--- config.mk ---
export PLATFORM = sky130hd
export DESIGN_NAME = chip_select_stretch_logic
export DESIGN_NICKNAME = d
export VERILOG_FILES = /design/src/core/cs_stretch_pkg.sv /design/src/core/e_stretch_timer.sv /design/src/core/chip_select_stretch_logic.sv
export SDC_FILE = /design/constraint.sdc
export NUM_CORES = 1
export LEC_CHECK = 0
export ABC_AREA = 1
export BUFFER_PORTS_ARGS = -buffer_cell sky130_fd_sc_hd__buf_2
export CORE_UTILIZATION = 50
export CTS_CLUSTER_DIAMETER = 100
export DETAILED_ROUTE_END_ITERATION = 12
export PLACE_DENSITY = 0.81
export RECOVER_POWER = 25
export SLEW_MARGIN = 10
export SYNTH_ARGS = -nofsm -noshare
export SYNTH_HDL_FRONTEND = slang
export SYNTH_SLANG_ARGS = --single-unit
--- constraint.sdc ---
create_clock -name clk -period 3 [get_ports clk]
set_input_delay 0.45 -clock clk [delete_from_list [all_inputs] [get_ports clk]]
set_output_delay 0.45 -clock clk [all_outputs]
set_load 0.01 [all_outputs]
--- src/core/cs_stretch_pkg.sv ---
package cs_stretch_pkg;
  // register indices; byte address is four times the index
  localparam logic [9:0] IDX_STRETCH = 10'h05a;
  localparam logic [9:0] IDX_GP2_BASE = 10'h05e;
  localparam logic [9:0] IDX_GP2_CTRL = 10'h05f;
  localparam logic [9:0] IDX_MISC = 10'h060;
  localparam logic [9:0] IDX_STATUS = 10'h061;
  localparam logic [11:0] ADDR_STRETCH = {IDX_STRETCH, 2'b00};
  localparam logic [11:0] ADDR_GP2_BASE = {IDX_GP2_BASE, 2'b00};
  localparam logic [11:0] ADDR_GP2_CTRL = {IDX_GP2_CTRL, 2'b00};
  localparam logic [11:0] ADDR_MISC = {IDX_MISC, 2'b00};
  localparam logic [11:0] ADDR_STATUS = {IDX_STATUS, 2'b00};
  // control register fields
  localparam int CTL_DRV_PROG = 6;
  localparam int CTL_POL = 5;
  localparam int CTL_TIMING = 4;
  localparam int CTL_SIZE_LSB = 0;
  // stretch register fields (low bit of each pair)
  localparam int STR_IO = 6;
  localparam int STR_GP1 = 4;
  localparam int STR_GP2 = 2;
  localparam int STR_PROG = 0;
  // misc register fields
  localparam int MISC_PRIO = 0;
  localparam int MISC_FOLLOW = 1;
  // reset values
  localparam logic [6:0] CTRL_RST = 7'h00;
  localparam logic [7:0] BASE_RST = 8'h00;
  localparam logic [7:0] STR_RST = 8'h00;
  localparam logic [1:0] MISC_RST = 2'h0;
  // size codes
  localparam logic [3:0] SZ_OFF = 4'h0;
  localparam logic [3:0] SZ_WIN1 = 4'ha;
  localparam logic [3:0] SZ_WIN2 = 4'hb;
  // bus responses
  localparam logic [1:0] RESP_OKAY = 2'h0;
  localparam logic [1:0] RESP_SLVERR = 2'h2;
  typedef enum logic [1:0] {ST_IDLE = 2'b01, ST_HOLD = 2'b10} stretch_state_e;
endpackage : cs_stretch_pkg

--- src/core/e_stretch_timer.sv ---
`timescale 1ns/1ps
module e_stretch_timer (
  // clock and reset
  input wire logic clk,
  input wire logic rst_n,
  // internal e clock and current access
  input wire logic e_int,
  input wire logic access,
  input wire logic [1:0] cycles,
  // external e clock
  output logic ext_e,
  output logic busy
);
  cs_stretch_pkg::stretch_state_e state_r;
  cs_stretch_pkg::stretch_state_e state_nxt;
  logic e_prev_r;
  logic [1:0] remain_r;
  logic e_fall;

  assign e_fall = e_prev_r & ~e_int;

  always_ff @(posedge clk or negedge rst_n) begin
    if (!rst_n) begin
      e_prev_r <= 1'b0;
    end else begin
      e_prev_r <= e_int;
    end
  end

  always_comb begin
    state_nxt = state_r;
    unique case (state_r)
      cs_stretch_pkg::ST_IDLE: begin
        if (e_fall && access && cycles != 2'h0) begin
          state_nxt = cs_stretch_pkg::ST_HOLD;
        end
      end
      cs_stretch_pkg::ST_HOLD: begin
        if (e_fall && remain_r == 2'h1) begin
          state_nxt = cs_stretch_pkg::ST_IDLE;
        end
      end
      default: state_nxt = cs_stretch_pkg::ST_IDLE;
    endcase
  end

  always_ff @(posedge clk or negedge rst_n) begin
    if (!rst_n) begin
      state_r <= cs_stretch_pkg::ST_IDLE;
      remain_r <= 2'h0;
    end else begin
      state_r <= state_nxt;
      if (state_r == cs_stretch_pkg::ST_IDLE) begin
        remain_r <= cycles;
      end else if (e_fall) begin
        remain_r <= remain_r - 2'h1;
      end
    end
  end

  // only the pin is held; e_int keeps running
  always_ff @(posedge clk or negedge rst_n) begin
    if (!rst_n) begin
      ext_e <= 1'b0;
      busy <= 1'b0;
    end else begin
      ext_e <= (state_nxt == cs_stretch_pkg::ST_HOLD) | e_int;
      busy <= state_nxt == cs_stretch_pkg::ST_HOLD;
    end
  end
endmodule : e_stretch_timer

--- src/core/chip_select_stretch_logic.sv ---
// Implementation choice: register access over AXI4-Lite.
`timescale 1ns/1ps
// Function
// - msb of second select control has no storage, reads zero.
// - second-drives-program ORs second select onto program pin.
// - second polarity bit one gives active high, zero active low.
// - timing bit one valid whole address time, zero only e high.
// - size 0 disables; 1..9 give 2K up to 512K.
// - size 10/11 follow window 1/2; 12..15 behave as 512K.
// - start bits 18:11 compared above size; to 15 or 18 by follow.
// - only first select routes onto second, never the reverse.
// - routed select never asserts own pin; receiver covers all ranges.
// - routing keeps the select priority order for overlaps.
// - each select has zero to three stretch cycles, own range only.
// - stretch holds external e high whole periods, bus state kept.
// - only the external e is stretched, internal clocks run.
// - pair code A:B 00 none, 01 one, 10 two, 11 three.
// - stretch pairs io 7:6, first 5:4, second 3:2, program 1:0.
// - program stretch low bit resets to not special mode.
// - priority bit one puts general selects above program select.
// - first-drives-second ORs first and second onto second pin unless either drives-program bit is set.
// - first-drives-program ORs first select onto program pin.
module chip_select_stretch_logic (
  // clock and reset
  input wire logic clk,
  input wire logic rst_b,
  // axi4-lite write
  input wire logic [11:0] awaddr,
  input wire logic awvalid,
  output logic awready,
  input wire logic [31:0] wdata,
  input wire logic [3:0] wstrb,
  input wire logic wvalid,
  output logic wready,
  output logic [1:0] bresp,
  output logic bvalid,
  input wire logic bready,
  // axi4-lite read
  input wire logic [11:0] araddr,
  input wire logic arvalid,
  output logic arready,
  output logic [31:0] rdata,
  output logic [1:0] rresp,
  output logic rvalid,
  input wire logic rready,
  // cpu bus
  input wire logic [18:0] cpu_addr,
  input wire logic addr_valid,
  input wire logic e_int,
  input wire logic window1_hit,
  input wire logic window2_hit,
  // strap
  input wire logic special_mode_flag,
  // first select, io select and program select settings held elsewhere
  input wire logic [7:0] first_select_base,
  input wire logic [3:0] first_select_size,
  input wire logic first_select_polarity,
  input wire logic first_select_timing,
  input wire logic first_drives_second,
  input wire logic first_drives_program,
  input wire logic first_expansion_follow,
  input wire logic io_select_enable,
  input wire logic io_select_polarity,
  input wire logic io_select_timing,
  input wire logic io_select_size,
  input wire logic program_select_enable,
  input wire logic [1:0] program_select_size,
  // select pins and external e
  output logic program_select,
  output logic first_general_select,
  output logic second_general_select,
  output logic io_select,
  output logic ext_e_clock,
  output logic stretch_active
);
  logic rst_meta_r;
  logic rst_n;
  logic special_mode_flag_meta_r;
  logic special_mode_flag_r;
  logic init_done_r;
  logic [7:0] select_stretch_config_r;
  logic [7:0] gp_select_two_base_r;
  logic [6:0] gp_select_two_control_r;
  logic [1:0] misc_r;
  logic aw_have_r;
  logic w_have_r;
  logic [11:0] awaddr_r;
  logic [31:0] wdata_r;
  logic [3:0] wstrb_r;
  logic hit_io, hit_prog, hit_gp1, hit_gp2;
  logic win_io, win_prog, win_gp1, win_gp2;
  logic act_prog, act_gp1, act_gp2, act_io;
  logic [1:0] win_cycles;
  logic timer_ext_e, timer_busy;
  logic second_drives_program, second_select_polarity, second_select_timing;
  logic [3:0] second_select_size;
  logic select_priority_bit, second_expansion_follow;

  assign second_drives_program = gp_select_two_control_r[cs_stretch_pkg::CTL_DRV_PROG];
  assign second_select_polarity = gp_select_two_control_r[cs_stretch_pkg::CTL_POL];
  assign second_select_timing = gp_select_two_control_r[cs_stretch_pkg::CTL_TIMING];
  assign second_select_size = gp_select_two_control_r[cs_stretch_pkg::CTL_SIZE_LSB +: 4];
  assign select_priority_bit = misc_r[cs_stretch_pkg::MISC_PRIO];
  assign second_expansion_follow = misc_r[cs_stretch_pkg::MISC_FOLLOW];

  // reset release and strap synchroniser
  always_ff @(posedge clk or negedge rst_b) begin
    if (!rst_b) begin
      rst_meta_r <= 1'b0;
      rst_n <= 1'b0;
    end else begin
      rst_meta_r <= 1'b1;
      rst_n <= rst_meta_r;
    end
  end

  // strap keeps sampling through reset so the first load after release sees it
  always_ff @(posedge clk) begin
    special_mode_flag_meta_r <= special_mode_flag;
    special_mode_flag_r <= special_mode_flag_meta_r;
  end

  // general select range match
  function automatic logic gp_hit(input logic [18:0] a, input logic [7:0] base,
                                  input logic [3:0] sz, input logic follow,
                                  input logic w1, input logic w2);
    logic hit;
    hit = 1'b1;
    if (sz == cs_stretch_pkg::SZ_OFF) begin
      hit = 1'b0;
    end else if (sz == cs_stretch_pkg::SZ_WIN1) begin
      hit = w1;
    end else if (sz == cs_stretch_pkg::SZ_WIN2) begin
      hit = w2;
    end else begin
      for (int j = 0; j < 8; j++) begin
        if ((j + 1) >= int'(sz) && (follow || j < 5) && a[11 + j] != base[j]) begin
          hit = 1'b0;
        end
      end
    end
    return hit;
  endfunction : gp_hit

  // qualify with address-valid or e-high time
  function automatic logic qual(input logic hit, input logic whole_time,
                                input logic av, input logic e);
    return hit & av & (whole_time | e);
  endfunction : qual

  always_comb begin
    hit_gp2 = qual(gp_hit(cpu_addr, gp_select_two_base_r, second_select_size,
                          second_expansion_follow, window1_hit, window2_hit),
                   second_select_timing, addr_valid, e_int);
    hit_gp1 = qual(gp_hit(cpu_addr, first_select_base, first_select_size,
                          first_expansion_follow, window1_hit, window2_hit),
                   first_select_timing, addr_valid, e_int);
    hit_prog = program_select_enable & addr_valid &
               (cpu_addr[15:13] >= (3'h7 << (3'h3 - {1'b0, program_select_size})));
    hit_io = qual(io_select_enable &
                  (io_select_size ? (cpu_addr[15:13] == 3'h0) : (cpu_addr[15:12] == 4'h1)),
                  io_select_timing, addr_valid, e_int);
  end

  always_comb begin
    win_io = hit_io;
    win_gp1 = hit_gp1 & ~hit_io & (select_priority_bit | ~hit_prog);
    win_gp2 = hit_gp2 & ~hit_io & ~hit_gp1 & (select_priority_bit | ~hit_prog);
    win_prog = hit_prog & ~hit_io & (~select_priority_bit | ~(hit_gp1 | hit_gp2));
  end

  // no path from second onto first
  // routed select never drives own pin
  always_comb begin
    act_prog = win_prog | (first_drives_program & win_gp1) |
               (second_drives_program & win_gp2);
    act_gp2 = ~second_drives_program &
              (win_gp2 | (first_drives_second & ~first_drives_program & win_gp1));
    act_gp1 = win_gp1 & ~first_drives_program &
              ~(first_drives_second & ~second_drives_program);
    act_io = win_io;
  end

  always_comb begin
    win_cycles = 2'h0;
    if (win_io) begin
      win_cycles = select_stretch_config_r[cs_stretch_pkg::STR_IO +: 2];
    end else if (win_prog) begin
      win_cycles = select_stretch_config_r[cs_stretch_pkg::STR_PROG +: 2];
    end else if (win_gp1) begin
      win_cycles = select_stretch_config_r[cs_stretch_pkg::STR_GP1 +: 2];
    end else if (win_gp2) begin
      win_cycles = select_stretch_config_r[cs_stretch_pkg::STR_GP2 +: 2];
    end
  end

  e_stretch_timer u_timer (
    .clk(clk),
    .rst_n(rst_n),
    .e_int(e_int),
    .access(win_io | win_prog | win_gp1 | win_gp2),
    .cycles(win_cycles),
    .ext_e(timer_ext_e),
    .busy(timer_busy)
  );

  always_ff @(posedge clk or negedge rst_n) begin
    if (!rst_n) begin
      program_select <= 1'b1;
      first_general_select <= 1'b1;
      second_general_select <= 1'b1;
      io_select <= 1'b1;
    end else begin
      program_select <= ~act_prog;
      first_general_select <= act_gp1 ^ ~first_select_polarity;
      second_general_select <= act_gp2 ^ ~second_select_polarity;
      io_select <= act_io ^ ~io_select_polarity;
    end
  end

  assign ext_e_clock = timer_ext_e;
  assign stretch_active = timer_busy;

  // write path: address and data taken in either order
  always_ff @(posedge clk or negedge rst_n) begin
    if (!rst_n) begin
      aw_have_r <= 1'b0;
      awready <= 1'b0;
      awaddr_r <= 12'h000;
    end else if (awvalid && awready) begin
      aw_have_r <= 1'b1;
      awready <= 1'b0;
      awaddr_r <= awaddr;
    end else if (bvalid && bready) begin
      aw_have_r <= 1'b0;
    end else if (!aw_have_r && !bvalid) begin
      awready <= 1'b1;
    end
  end

  always_ff @(posedge clk or negedge rst_n) begin
    if (!rst_n) begin
      w_have_r <= 1'b0;
      wready <= 1'b0;
      wdata_r <= 32'h0000_0000;
      wstrb_r <= 4'h0;
    end else if (wvalid && wready) begin
      w_have_r <= 1'b1;
      wready <= 1'b0;
      wdata_r <= wdata;
      wstrb_r <= wstrb;
    end else if (bvalid && bready) begin
      w_have_r <= 1'b0;
    end else if (!w_have_r && !bvalid) begin
      wready <= 1'b1;
    end
  end

  always_ff @(posedge clk or negedge rst_n) begin
    if (!rst_n) begin
      bvalid <= 1'b0;
      bresp <= cs_stretch_pkg::RESP_OKAY;
    end else if (aw_have_r && w_have_r && !bvalid) begin
      bvalid <= 1'b1;
      bresp <= mapped(awaddr_r) ? cs_stretch_pkg::RESP_OKAY : cs_stretch_pkg::RESP_SLVERR;
    end else if (bvalid && bready) begin
      bvalid <= 1'b0;
    end
  end

  function automatic logic mapped(input logic [11:0] a);
    return a == cs_stretch_pkg::ADDR_STRETCH || a == cs_stretch_pkg::ADDR_GP2_BASE ||
           a == cs_stretch_pkg::ADDR_GP2_CTRL || a == cs_stretch_pkg::ADDR_MISC ||
           a == cs_stretch_pkg::ADDR_STATUS;
  endfunction : mapped

  logic do_write;
  assign do_write = aw_have_r & w_have_r & ~bvalid & wstrb_r[0];

  always_ff @(posedge clk or negedge rst_n) begin
    if (!rst_n) begin
      init_done_r <= 1'b0;
      select_stretch_config_r <= cs_stretch_pkg::STR_RST;
    end else if (!init_done_r) begin
      init_done_r <= 1'b1;
      select_stretch_config_r[cs_stretch_pkg::STR_PROG] <= ~special_mode_flag_r;
    end else if (do_write && awaddr_r == cs_stretch_pkg::ADDR_STRETCH) begin
      select_stretch_config_r <= wdata_r[7:0];
    end
  end

  always_ff @(posedge clk or negedge rst_n) begin
    if (!rst_n) begin
      gp_select_two_base_r <= cs_stretch_pkg::BASE_RST;
    end else if (do_write && awaddr_r == cs_stretch_pkg::ADDR_GP2_BASE) begin
      gp_select_two_base_r <= wdata_r[7:0];
    end
  end

  always_ff @(posedge clk or negedge rst_n) begin
    if (!rst_n) begin
      gp_select_two_control_r <= cs_stretch_pkg::CTRL_RST;
    end else if (do_write && awaddr_r == cs_stretch_pkg::ADDR_GP2_CTRL) begin
      gp_select_two_control_r <= wdata_r[6:0];
    end
  end

  always_ff @(posedge clk or negedge rst_n) begin
    if (!rst_n) begin
      misc_r <= cs_stretch_pkg::MISC_RST;
    end else if (do_write && awaddr_r == cs_stretch_pkg::ADDR_MISC) begin
      misc_r <= wdata_r[1:0];
    end
  end

  // read path: one request at a time
  function automatic logic [31:0] reg_read(input logic [11:0] a);
    logic [31:0] d;
    d = 32'h0000_0000;
    unique case (a)
      cs_stretch_pkg::ADDR_STRETCH: d[7:0] = select_stretch_config_r;
      cs_stretch_pkg::ADDR_GP2_BASE: d[7:0] = gp_select_two_base_r;
      cs_stretch_pkg::ADDR_GP2_CTRL: d[7:0] = {1'b0, gp_select_two_control_r};
      cs_stretch_pkg::ADDR_MISC: d[1:0] = misc_r;
      cs_stretch_pkg::ADDR_STATUS: d[5:0] = {timer_ext_e, win_gp2, win_gp1, win_prog,
                                             win_io, timer_busy};
      default: d = 32'h0000_0000;
    endcase
    return d;
  endfunction : reg_read

  always_ff @(posedge clk or negedge rst_n) begin
    if (!rst_n) begin
      arready <= 1'b0;
      rvalid <= 1'b0;
      rdata <= 32'h0000_0000;
      rresp <= cs_stretch_pkg::RESP_OKAY;
    end else if (arvalid && arready) begin
      arready <= 1'b0;
      rvalid <= 1'b1;
      rdata <= reg_read(araddr);
      rresp <= mapped(araddr) ? cs_stretch_pkg::RESP_OKAY : cs_stretch_pkg::RESP_SLVERR;
    end else if (rvalid && rready) begin
      rvalid <= 1'b0;
    end else if (!rvalid) begin
      arready <= 1'b1;
    end
  end

  logic [11:0] rd_addr_r;
  always_ff @(posedge clk or negedge rst_n) begin
    if (!rst_n) begin
      rd_addr_r <= 12'h000;
    end else if (arvalid && arready) begin
      rd_addr_r <= araddr;
    end
  end
endmodule : chip_select_stretch_logic

Word level (Yosys, flattened, before mapping)

Index checks and enable logic that the tools add are counted.

Output and inout bits: 47
Bits in read-only memories: 0
Logic and storage cells: 269
Bits in latches: 0
Memories: 0
RAM bits: 0
Input bits: 115
Register bits: 81

Div/mod/pow operators: 0
Bitwise gates (word level): 59
Reductions and logical operators: 64
Multiply operators: 0
Equality and inequality tests: 40
$lt $le $gt $ge: 17
Shifts and indexed selects: 1
Multiplexer cells: 54
Add/sub/neg operators: 2

Operators with widths:

| cell                | count |
|---|---|
| $eq 12x9->1 const B | 10 |
| $mux 1              | 40 |
| $logic_and 1x1->1   | 38 |
| $ge 3x4->1 const A  | 8 |
| $and 1x1->1         | 28 |
| $mux 2              | 10 |
| $eq 4x4->1 const B  | 4 |
| $ge 2x4->1 const A  | 4 |
| $ne 1x1->1          | 16 |
| $pmux 4 s4          | 1 |
| $reduce_bool 2->1   | 8 |
| $not 1->1           | 15 |
| $or 1x1->1          | 13 |
| $pmux 2 s5          | 1 |
| $ge 1x4->1 const A  | 2 |
| $ge 4x4->1 const A  | 2 |
| $logic_not 4->1     | 2 |
| $logic_or 1x1->1    | 8 |
| $reduce_and 2->1    | 4 |
| $ne 2x1->1 const B  | 3 |
| $pmux 2 s3          | 1 |
| $eq 2x1->1 const B  | 2 |
| $eq 2x2->1 const B  | 2 |
| $eq 4x1->1 const B  | 1 |
| 9 further kinds     | 14 |

Depth between registers and ports, before layout

Gate-level depths: netlist of the first run.

Depth in word-level cells: 28
Depth in mapped cells: 22
Mapped depth without buffers: 22

Modules after synthesis

A second synthesis of the first run with hierarchy kept.

Cell total of the unflattened synthesis: 569
Area total of the unflattened synthesis: 4420.5 µm²

Modules (own cells, without submodules):

| module                    | instances | sequential area each (µm²) | cells an instance | area an instance (µm²) |
|---|---|---|---|---|
| chip_select_stretch_logic | 1         | 1796.7                     | 521               | 4020.1 |
| e_stretch_timer           | 1         | 176.4                      | 48                | 400.4 |

Worst setup path before layout of the first run

Ideal clock, no wire load.

Path kind: input-to-reg
Start: input program_select_size[0]
End: register u_timer.ext_e
Setup slack: 791 ps
Buffers on the path: 0
Cell stages on the path: 20
Data arrival time: 2092 ps
Required time: 2882 ps
Setup time: 118 ps
Cell sequence: nor2_1 -> ha_1 -> nand2_1 -> o211ai_1 -> nand2_1 -> or2_4 -> nand2_4 -> nor2_4 -> nand3_1 -> nand2_1 -> inv_1 -> nand2_2 -> nor2_2 -> nand2_2 -> nand2_2 -> nand2_1 -> nand2_1 -> nand2_1 -> nand2_1 -> nand2_1

Cells in the longest elaborated chain, start to end: 17
Elaborated cells between the ends (all ways): 24
Classes of those cells: add/sub: 1; order compare: 1; eq/ne: 1; shift: 1; mux: 6; bitwise: 11; reduce/logical: 3

Ends and longest elaborated chain:

| item                   | line                                                               | source |
|---|---|---|
| start: declaration     | chip_select_stretch_logic.sv:67                                    | `input wire logic [1:0] program_select_size,` |
| $sub 2x2->3 *          | chip_select_stretch_logic.sv:159                                   | `(cpu_addr[15:13] >= (3'h7 << (3'h3 - {1'b0, program_select_size})));` |
| $shl 3x3->3 *          | chip_select_stretch_logic.sv:159                                   |  |
| $ge 3x3->1 *           | chip_select_stretch_logic.sv:159                                   |  |
| $and 1x1->1 *          | chip_select_stretch_logic.sv:158                                   | `hit_prog = program_select_enable & addr_valid &` |
| $not 1->1              | chip_select_stretch_logic.sv:167, chip_select_stretch_logic.sv:168 |  |
| $or 1x1->1             | chip_select_stretch_logic.sv:167, chip_select_stretch_logic.sv:168 |  |
| $and 1x1->1            | chip_select_stretch_logic.sv:168                                   | `win_gp2 = hit_gp2 & ~hit_io & ~hit_gp1 & (select_priority_bit \| ~hit_prog);` |
| $mux 2                 | chip_select_stretch_logic.sv:192                                   | `end else if (win_gp2) begin` |
| $mux 2                 | chip_select_stretch_logic.sv:190                                   | `end else if (win_gp1) begin` |
| $mux 2                 | chip_select_stretch_logic.sv:188                                   | `end else if (win_prog) begin` |
| $mux 2                 | chip_select_stretch_logic.sv:186                                   | `if (win_io) begin` |
| $reduce_bool 2->1      | e_stretch_timer.sv:34                                              | `if (e_fall && access && cycles != 2'h0) begin` |
| $logic_and 1x1->1 *    | e_stretch_timer.sv:34                                              |  |
| $mux 2 *               | e_stretch_timer.sv:34                                              |  |
| $pmux 2 s2 *           | e_stretch_timer.sv:32                                              | `unique case (state_r)` |
| $eq 2x2->1 *           | e_stretch_timer.sv:67                                              | `ext_e <= (state_nxt == cs_stretch_pkg::ST_HOLD) \| e_int;` |
| $or 1x1->1 *           | e_stretch_timer.sv:67                                              |  |
| end signal: assignment | e_stretch_timer.sv:67                                              |  |
| end: declaration       | e_stretch_timer.sv:11                                              | `output logic ext_e,` |

Mark *: on every way between the ends. The rest lies on a longest branch, timed or not.
A chain may end at the register's enable or synchronous reset.

Final worst setup path of the first run

Start: input cpu_addr[15]
End: register u_timer.ext_e

Cells in the longest elaborated chain, start to end: 24
Elaborated cells between the ends (all ways): 58
Classes of those cells: order compare: 1; eq/ne: 4; mux: 21; bitwise: 26; reduce/logical: 6

Ends and longest elaborated chain:

| item                                                   | line                                                               | source |
|---|---|---|
| start: declaration                                     | chip_select_stretch_logic.sv:47                                    | `input wire logic [18:0] cpu_addr,` |
| $ne 1x1->1                                             | chip_select_stretch_logic.sv:137                                   | `if ((j + 1) >= int'(sz) && (follow \|\| j < 5) && a[11 + j] != base[j]) begin` |
| $logic_and 1x1->1                                      | chip_select_stretch_logic.sv:137                                   |  |
| $mux 1 (4 in series)                                   | chip_select_stretch_logic.sv:137                                   |  |
| $mux 1                                                 | chip_select_stretch_logic.sv:133                                   | `end else if (sz == cs_stretch_pkg::SZ_WIN2) begin` |
| $mux 1                                                 | chip_select_stretch_logic.sv:131                                   | `end else if (sz == cs_stretch_pkg::SZ_WIN1) begin` |
| $mux 1                                                 | chip_select_stretch_logic.sv:129                                   | `if (sz == cs_stretch_pkg::SZ_OFF) begin` |
| $and 1x1->1 (2 in series)                              | chip_select_stretch_logic.sv:148                                   | `return hit & av & (whole_time \| e);` |
| $and 1x1->1, or another cell as far along              | chip_select_stretch_logic.sv:168                                   |  |
| [... 4 more ...]                                       | --                                                                 |  |
| $mux 2 or $or 1x1->1 (tied branches)                   | chip_select_stretch_logic.sv:188, chip_select_stretch_logic.sv:201 |  |
| $mux 2 or $or 1x1->1 (tied branches)                   | chip_select_stretch_logic.sv:186, chip_select_stretch_logic.sv:201 |  |
| $reduce_bool 2->1 or $logic_and 1x1->1 (tied branches) | e_stretch_timer.sv:34                                              |  |
| $logic_and 1x1->1 *                                    | e_stretch_timer.sv:34                                              |  |
| $mux 2 *                                               | e_stretch_timer.sv:34                                              |  |
| $pmux 2 s2 *                                           | e_stretch_timer.sv:32                                              |  |
| $eq 2x2->1 *                                           | e_stretch_timer.sv:67                                              |  |
| $or 1x1->1 *                                           | e_stretch_timer.sv:67                                              |  |

Marked as above.

==> reports/qor.yml, run 1 <==
setup_path:
  worstSetupStartpoint: "cpu_addr[15]"
  cp.depth: 20
  startpoint_type: "input pin"
  worst_r2r_src: "awaddr_r[9]"
  crit_buf_inv: 2
  arrival_ns: 2.47
  rrSetupSlack_ns: 0.78
  worstSetupPathType: "in -> reg"
  rr_worst_depth: 5
  cpMaxStageDelayCell: "ha_1"
  worst-endpoint-required_ns: 3.24
  crit_path_cell_trace: "buf_2 > ha_1 > nand2_1 > o211ai_1 > nand2_1 > or2_4 > nand2_4 > nor2_4 > nand3_1 > nand2_1 > inv_1 > nand2_2 > nor2_2 > nand2_2 > nand2_2 > nand2_1 > nand2_1 > nand2_1 > nand2_1 > nand2_1"
  endpoint_of_the_worst_register_to_register_path: "select_stretch_config_r[1]"
  critPathMaxStageDelay_ns: 0.32
  path_common_cell: "nand2_1"
  worst_path_dominant_cell_family: "simple AND/OR/NAND/NOR gates"
  endpoint_kind: "flop"
  worstPathMaxFanout: 4
sta:
  timing.setup.tns_ns: 0
  finClkSkew_ns: 0.00809
  setup_violations: 0
  worst_slew_pin_slew_ns: 1.25
  fin_crit_ns: 2.23
  timing.fmax_mhz: 448
  final_min_period_over_clock_period_pct: 74.4
  final_hold_viol_count: 0
  rsz0062_at_grt: "false"
  max_slew_margin_pct: 16.6
  final_count_of_pins_violating_max_slew: 0
synthesis:
  ys.flop_type: "dfrtp_1"
  synth-edff-count: 0
  ys_ff_latch: 79
  synth.yosys.seq_area_share_pct: 44.1
  synth_warnings: 0
  synth.avg_cell_area_um2: 7.68
  async_reset_ff_share_pct: 97.5
  synthesis.instances: 582
  mappedNetlistArea_um2: 4470
  synth.distinct_cells: 42
detailed_routing:
  via_to_cell_ratio: 5.06
  route.detailed.wl_per_inst_um: 12.9
  antenna_left: 0
  total_via_count_after_detailed_routing: 4035
  first_pass_iters: 4
  drt_drc_violations_left: 0
  drt_iter0_drc: 162
  postRouteWirelength_um: 10300
power_and_ir_drop:
  power.static_leakage_uw: 0.00271
  power.switching_fraction_pct: 34.2
  ir_drop_mv: 0.488
  cellPowerDensity_nw_per_um2: 582
  fin_total_pwr_uw: 3010
  power.sequential.fraction_pct: 47.4
  p_switching_uw: 1030
  p_int_uw: 1980
  pwr-share-comb_pct: 26.4
  share_clk_of_total_power_pct: 26.2
clock_network:
  tritoncts: "yes"
  cts_setup_buffers: 0
  cts.reportedPaths.clkPinSlew_ns: 0.08
  postCtsResizedCells: 0
  cts_max_path_buffers: 2
  cts-root-buf: "clkbuf_8"
  level_count_of_the_clock_h_tree: 3
  clk_latency_ns: 0.35
  clock-sinks: 79
  cts_made_buffers: 9
placed_design:
  detailed_place_hpwl_um: 8120
  globalplace.congestion: 0.892
  port_buffers: 97
global_routing:
  grt_first_pass_wirelength_um: 16500
  overflow: 0
  first_global_vias: 3682
  grtUsageTotal_pct: 23.5
  antenna_found_initial: 0
  grt_max_degree: 45
floorplan:
  die_height_um: 96.5
  design.core.area_um2: 8680
  die_width_um: 96.5
  start_util_pct: 51.5
  die_footprint_um2: 9320
  io-pin-count: 162
  rows: 34
run_status:
  outcome: "completed"
layout:
  layout.area.seq_um2: 1970
  fill_cells: 782
  antenna_cells: 0
  post_layout_nets: 806
  multi_input_area_um2: 2020
  fraction_of_final_layout_cells_with_drive_strength_greater_than_1_pct: 21.3
  layout_stage_area_growth_over_the_synthesis_result_pct: 15.6
run:
  timing.max_cap.violations: 0
worst_hold_path:
  worst_hold_path_startpoint: "special_mode_flag"
  min_delay_path_depth: 1
  worstHoldPathType: "in -> reg"
  worst_hold_path.endpoint: "special_mode_flag_meta_r"
-- cell families after synthesis --
kind of cell	after synthesis	synth area share, %
other	2	0.168
AND/OR/NAND/NOR	271	28.3
adder cells (fa/ha/maj)	6	1.68
XOR/XNOR	8	1.57
flip-flops	79	44.1
AO/OA/AOI/OAI	92	11.5
buffers and inverters	124	12.7
-- how the worst max path moves through the flow --
stage	end	slack, ns
5_1_grt	select_stretch_config_r[1]	0.35
6_report	u_timer.ext_e	0.77
2_1_floorplan	arready	0.71
3_3_place_gp	u_timer.ext_e	0.50
3_5_place_dp	u_timer.ext_e	0.40
4_1_cts	select_stretch_config_r[1]	0.73
-- layout by cell type, fill, tap and decap left out, types with 3 or more instances in the layout --
cell type	instances
nand2_1	159
buf_2	95
inv_1	82
dfrtp_1	72
o21ai_0	50
nor2_1	34
conb_1	28
nand3_1	22
a21oi_1	21
nand4_1	13
nor3_1	12
clkbuf_8	10
inv_2	6
ha_1	6
xor2_1	5
nand2_2	5
a221oi_1	5
nor4_1	5
dfstp_2	5
o21ai_1	4
nor2_2	4
nand3_2	4
xnor2_1	3
nor2_4	3
clkinv_1	3
a21o_1	3
clkinvlp_4	3
clkbuf_1	3
-- per-layer routing --
layer / track usage [%] / part of all wire (%) / up-vias
li1: - / - / 2016
met1: 29.8 / 45 / 1839
met2: 39.9 / 48 / 161
met3: 3.68 / 5.4 / 19
met4: 9.68 / 2.4 / 0
met5: 0 / 0 / -
-- final cells by class --
class                           instances  share of cell area, %
Multi-Input combinational cell        405                   39.1
Sequential cell                        79                   38.2
Clock buffer                           11                   2.74
Timing Repair Buffer                   99                   9.63
Clock inverter                          5                   1.11
Tap cell                              108                   2.61
Inverter                               91                   6.61
-- through the flow --
step	hold slack, ns	instances	setup WS (ns)	cell area (µm²)	util [%]
finish	0.211	798	0.767	5170	59.6
global route	0.192	798	0.351	5170	59.6
CTS	0.201	798	0.725	5190	59.8
detailed placement	0.239	781	0.401	4980	57.4
global placement	0.235	781	0.498	4980	57.4
floorplan	0.154	608	0.706	4570	-
-- timing repair --
item                       4_1_cts  5_1_grt
hold endpoints to repair         2        0
setup endpoints to repair        0        0
hold buffers                     1        0
-- cells in the mapped netlist, drive strengths merged, types with 2 or more instances --
master / count / area, µm²
inv: 88 / 330
nor2: 41 / 186
ha: 6 / 75.1
or2: 4 / 27.5
xnor2: 3 / 26.3
dfrtp: 72 / 1800
nor3: 13 / 76.3
a21o: 3 / 22.5
xor2: 5 / 43.8
clkinv: 3 / 11.3
o22ai: 2 / 12.5
nor4: 7 / 56.3
nand4: 15 / 124
clkbuf: 6 / 22.5
o21ai: 55 / 279
dfxtp: 2 / 40.0
o21bai: 2 / 15.0
nand3: 26 / 155
a21oi: 21 / 105
nand2: 165 / 639
conb: 2 / 7.51
buf: 27 / 203
a221oi: 5 / 43.8
dfstp: 5 / 131
-- worst reg2reg max path: stages (launching register included) --
cell,delay (ns)
dfrtp_1,0.39
nor4_2,0.55
inv_1,0.13
nor4_1,0.19
nand4_1,0.49
o21ai_0,0.36
-- flip-flops by register name (all words and copies together), names as in the netlist, 2 cells and up --
register                 flops
awaddr_r                    12
gp_select_two_base_r         8
rdata                        8
select_stretch_config_r      8
wdata_r                      8
gp_select_two_control_r      7
misc_r                       2
u_timer.remain_r             2
u_timer.state_r              2
-- power groups by stage --
stage	Sequential (µW)	Combinational, µW	Clock [µW]
after detailed placement	1440	800	0
after global placement	1430	757	0
final	1430	795	787
after global routing	1460	934	839
after CTS	1430	803	801
after floorplan	1450	546	0
No activity file was read; power rests on OpenSTA's default activity.
==> run 2: changes to the inputs <==
- CORE_UTILIZATION: 50 -> 45
- PLACE_DENSITY: 0.81 -> 0.77
- clock period: 3 -> 1.94 ns (I/O delays scaled with it)
==> reports/qor.yml, run 2 (synthesis results as in run 1) <==
detailed_routing:
  drt_iter0_drc: 200  # +23%
  drt_drc_violations_left: 0  # unchanged
  postRouteWirelength_um: 10700  # +4.1%
  total_via_count_after_detailed_routing: 4177  # +3.5%
  first_pass_iters: 5  # +1
  via_to_cell_ratio: 4.87  # -3.7%
  route.detailed.wl_per_inst_um: 12.5  # -3.2%
  antenna_left: 0  # unchanged
floorplan:
  start_util_pct: 46.1  # -5.3 points
  design.core.area_um2: 9680  # +12%
  die_width_um: 102  # +5.3%
  rows: 36  # +5.9%
  io-pin-count: 162  # unchanged
  die_footprint_um2: 10300  # +11%
  die_height_um: 102  # +5.3%
power_and_ir_drop:
  cellPowerDensity_nw_per_um2: 841  # +45%
  power.switching_fraction_pct: 35.7  # +1.5 points
  fin_total_pwr_uw: 4680  # +55%
  share_clk_of_total_power_pct: 24.2  # -2.0 points
  p_int_uw: 3010  # +52%
  pwr-share-comb_pct: 28.8  # +2.4 points
  power.static_leakage_uw: 0.00288  # +6.1%
  ir_drop_mv: 0.742  # +52%
  p_switching_uw: 1670  # +62%
  power.sequential.fraction_pct: 46.9  # -0.5 points
layout:
  fill_cells: 892  # +14%
  layout_commonest_cell: "nand2_1"
  fraction_of_final_layout_cells_with_drive_strength_greater_than_1_pct: 28.6  # +7.2 points
  largest_register_ff_count: 12  # unchanged
  max_flop_register: "awaddr_r"
  most-common-layout-cells: "nand2_1 (154), buf_2 (92), inv_1 (77), dfrtp_1 (67), o21ai_0 (50)"
  post_layout_nets: 841  # +4.3%
  fin_area_um2: 5560  # +7.6%
  layoutNonFillerInstCount: 858  # +7.5%
  antenna_cells: 0  # unchanged
  final_util_pct: 57.4  # -2.2 points
  layout_stage_area_growth_over_the_synthesis_result_pct: 24.4
clock_network:
  cts_made_buffers: 9  # unchanged
  cts.reportedPaths.clkPinSlew_ns: 0.08  # about the same
  cts_max_path_buffers: 2  # unchanged
  level_count_of_the_clock_h_tree: 3  # unchanged
  tritoncts: "yes"
  clock-sinks: 79  # unchanged
  cts-root-buf: "clkbuf_8"
  clk_latency_ns: 0.36  # about the same
global_routing:
  grt_max_degree: 40  # -11%
  grt_first_pass_wirelength_um: 17500  # +5.9%
  grtUsageTotal_pct: 21.6  # -1.9 points
  overflow: 0  # unchanged
  antenna_found_initial: 0  # unchanged
  first_global_vias: 4029  # +9.4%
run_status:
  outcome: "complete, but fails checks"
  violations: "setup timing"
setup_path:
  worstSetupStartpoint: "gp_select_two_control_r[2]"
  startpoint_type: "flop"
  rrSetupSlack_ns: -0.05  # -0.83 ns
  endpoint_kind: "flop"
  worstPathMaxFanout: 8  # +4
  worst_r2r_src: "gp_select_two_control_r[2]"
  worstSetupPathType: "reg -> reg"
  arrival_ns: 2.23  # -0.24 ns
  worst-endpoint-required_ns: 2.18  # -1.06 ns
placed_design:
  placed_cells: 836  # +7.0%
  port_buffers: 97  # unchanged
  postPlaceCellArea_um2: 5280  # +6.0%
  detailed_place_hpwl_um: 8350  # +2.8%
  globalplace.congestion: 0.909  # +1.8%
sta:
  finClkSkew_ns: 0.0183  # +0.0102 ns
  max_slew_margin_pct: 40.3  # +24 points
  final_count_of_pins_violating_max_slew: 0  # unchanged
  rsz0062_at_grt: "true"
  final_hold_viol_count: 0  # unchanged
  fin_crit_ns: 1.99
  timing.fmax_mhz: 503
  final_min_period_over_clock_period_pct: 103
  worst_slew_pin_slew_ns: 0.895  # -0.356 ns
  hold_slack_ns: 0.0343  # -0.176 ns
  setup_violations: 2  # +2
  setup_ws_ns: -0.0494  # -0.816 ns
worst_hold_path:
  worstHoldPathType: "in -> reg"
  worst_hold_path_startpoint: "special_mode_flag"
run:
  timing.max_cap.violations: 0  # unchanged
[run 2: changes by cell type in the layout (fill, tap and decap cells not counted), moves of 4 or more]
cell / before / now
dfrtp_2: 0 / 5
nand2_2: 5 / 9
buf_4: 0 / 36
nand2_1: 159 / 154
inv_1: 82 / 77
dfrtp_1: 72 / 67
inv_2: 6 / 11
[run 2: metal layers]
layer	track usage, %	routed length [µm]
met1	25.8	4560
met2	38.0	5320
met3	4.76	532
met4	8.03	273
met5	0	0
[run 2: final cells by class]
class	count	area (µm²)	area share, %
flip-flops and latches	79	1980	35.6
clock buffers	11	141	2.54
clock inverters	5	41.3	0.743
repair buffers	134	779	14.0
well taps	133	166	2.99
multi-input cells	405	2110	37.9
inverters	91	342	6.14
[run 2: per-stage QoR]
| stage | setup TNS [ns] | setup WS (ns) |
|---|---|---|
| floorplan | -0.122 | -0.0672 |
| global placement | -1.35 | -0.313 |
| detailed placement | -1.90 | -0.380 |
| CTS | -0.0392 | -0.0248 |
| global route | -0.625 | -0.218 |
| finish | -0.0875 | -0.0494 |
[run 2: repair_timing]
action | in CTS | in global routing
gates resized for setup | 6 | 17
buffers inserted | 3 | 2
pin swaps | 0 | 12
endpoints found under the setup margin | 3 | 5
hold endpoints to repair | 2 | 0
hold buffers | 1 | 0
[run 2: final timing paths]
check,endpoint,cells past startpoint
worst min register to register,rdata[4],1
min in group asynchronous,rst_meta_r,2
worst max-delay path,u_timer.ext_e,17
worst min-delay path,special_mode_flag_meta_r,1
worst max register to register,u_timer.ext_e,17
max in group asynchronous,gp_select_two_control_r[0],1
[run 2: power by group through the flow]
stage,Sequential (µW),Combinational [µW],Clock [µW]
after floorplan,2240,851,0
after global placement,2210,1250,0
after detailed placement,2220,1320,0
after CTS,2190,1330,1160
after global routing,2230,1550,1230
final,2190,1350,1130
[run 2: worst max-delay path, cell delays in order, from the launching register on]
cell and delay, ns:
dfrtp_2 0.45, inv_1 0.10, o21ai_1 0.12, o21ai_1 0.10, nor2_4 0.13, nand4_4 0.13
nand2_2 0.09, inv_2 0.04, a21oi_2 0.13, nand3_2 0.09, nand3_2 0.09, nand2_2 0.05
nand2_2 0.07, nand2_2 0.05, nand2_2 0.07, nand2_1 0.05, nand2_1 0.07, nand2_1 0.05
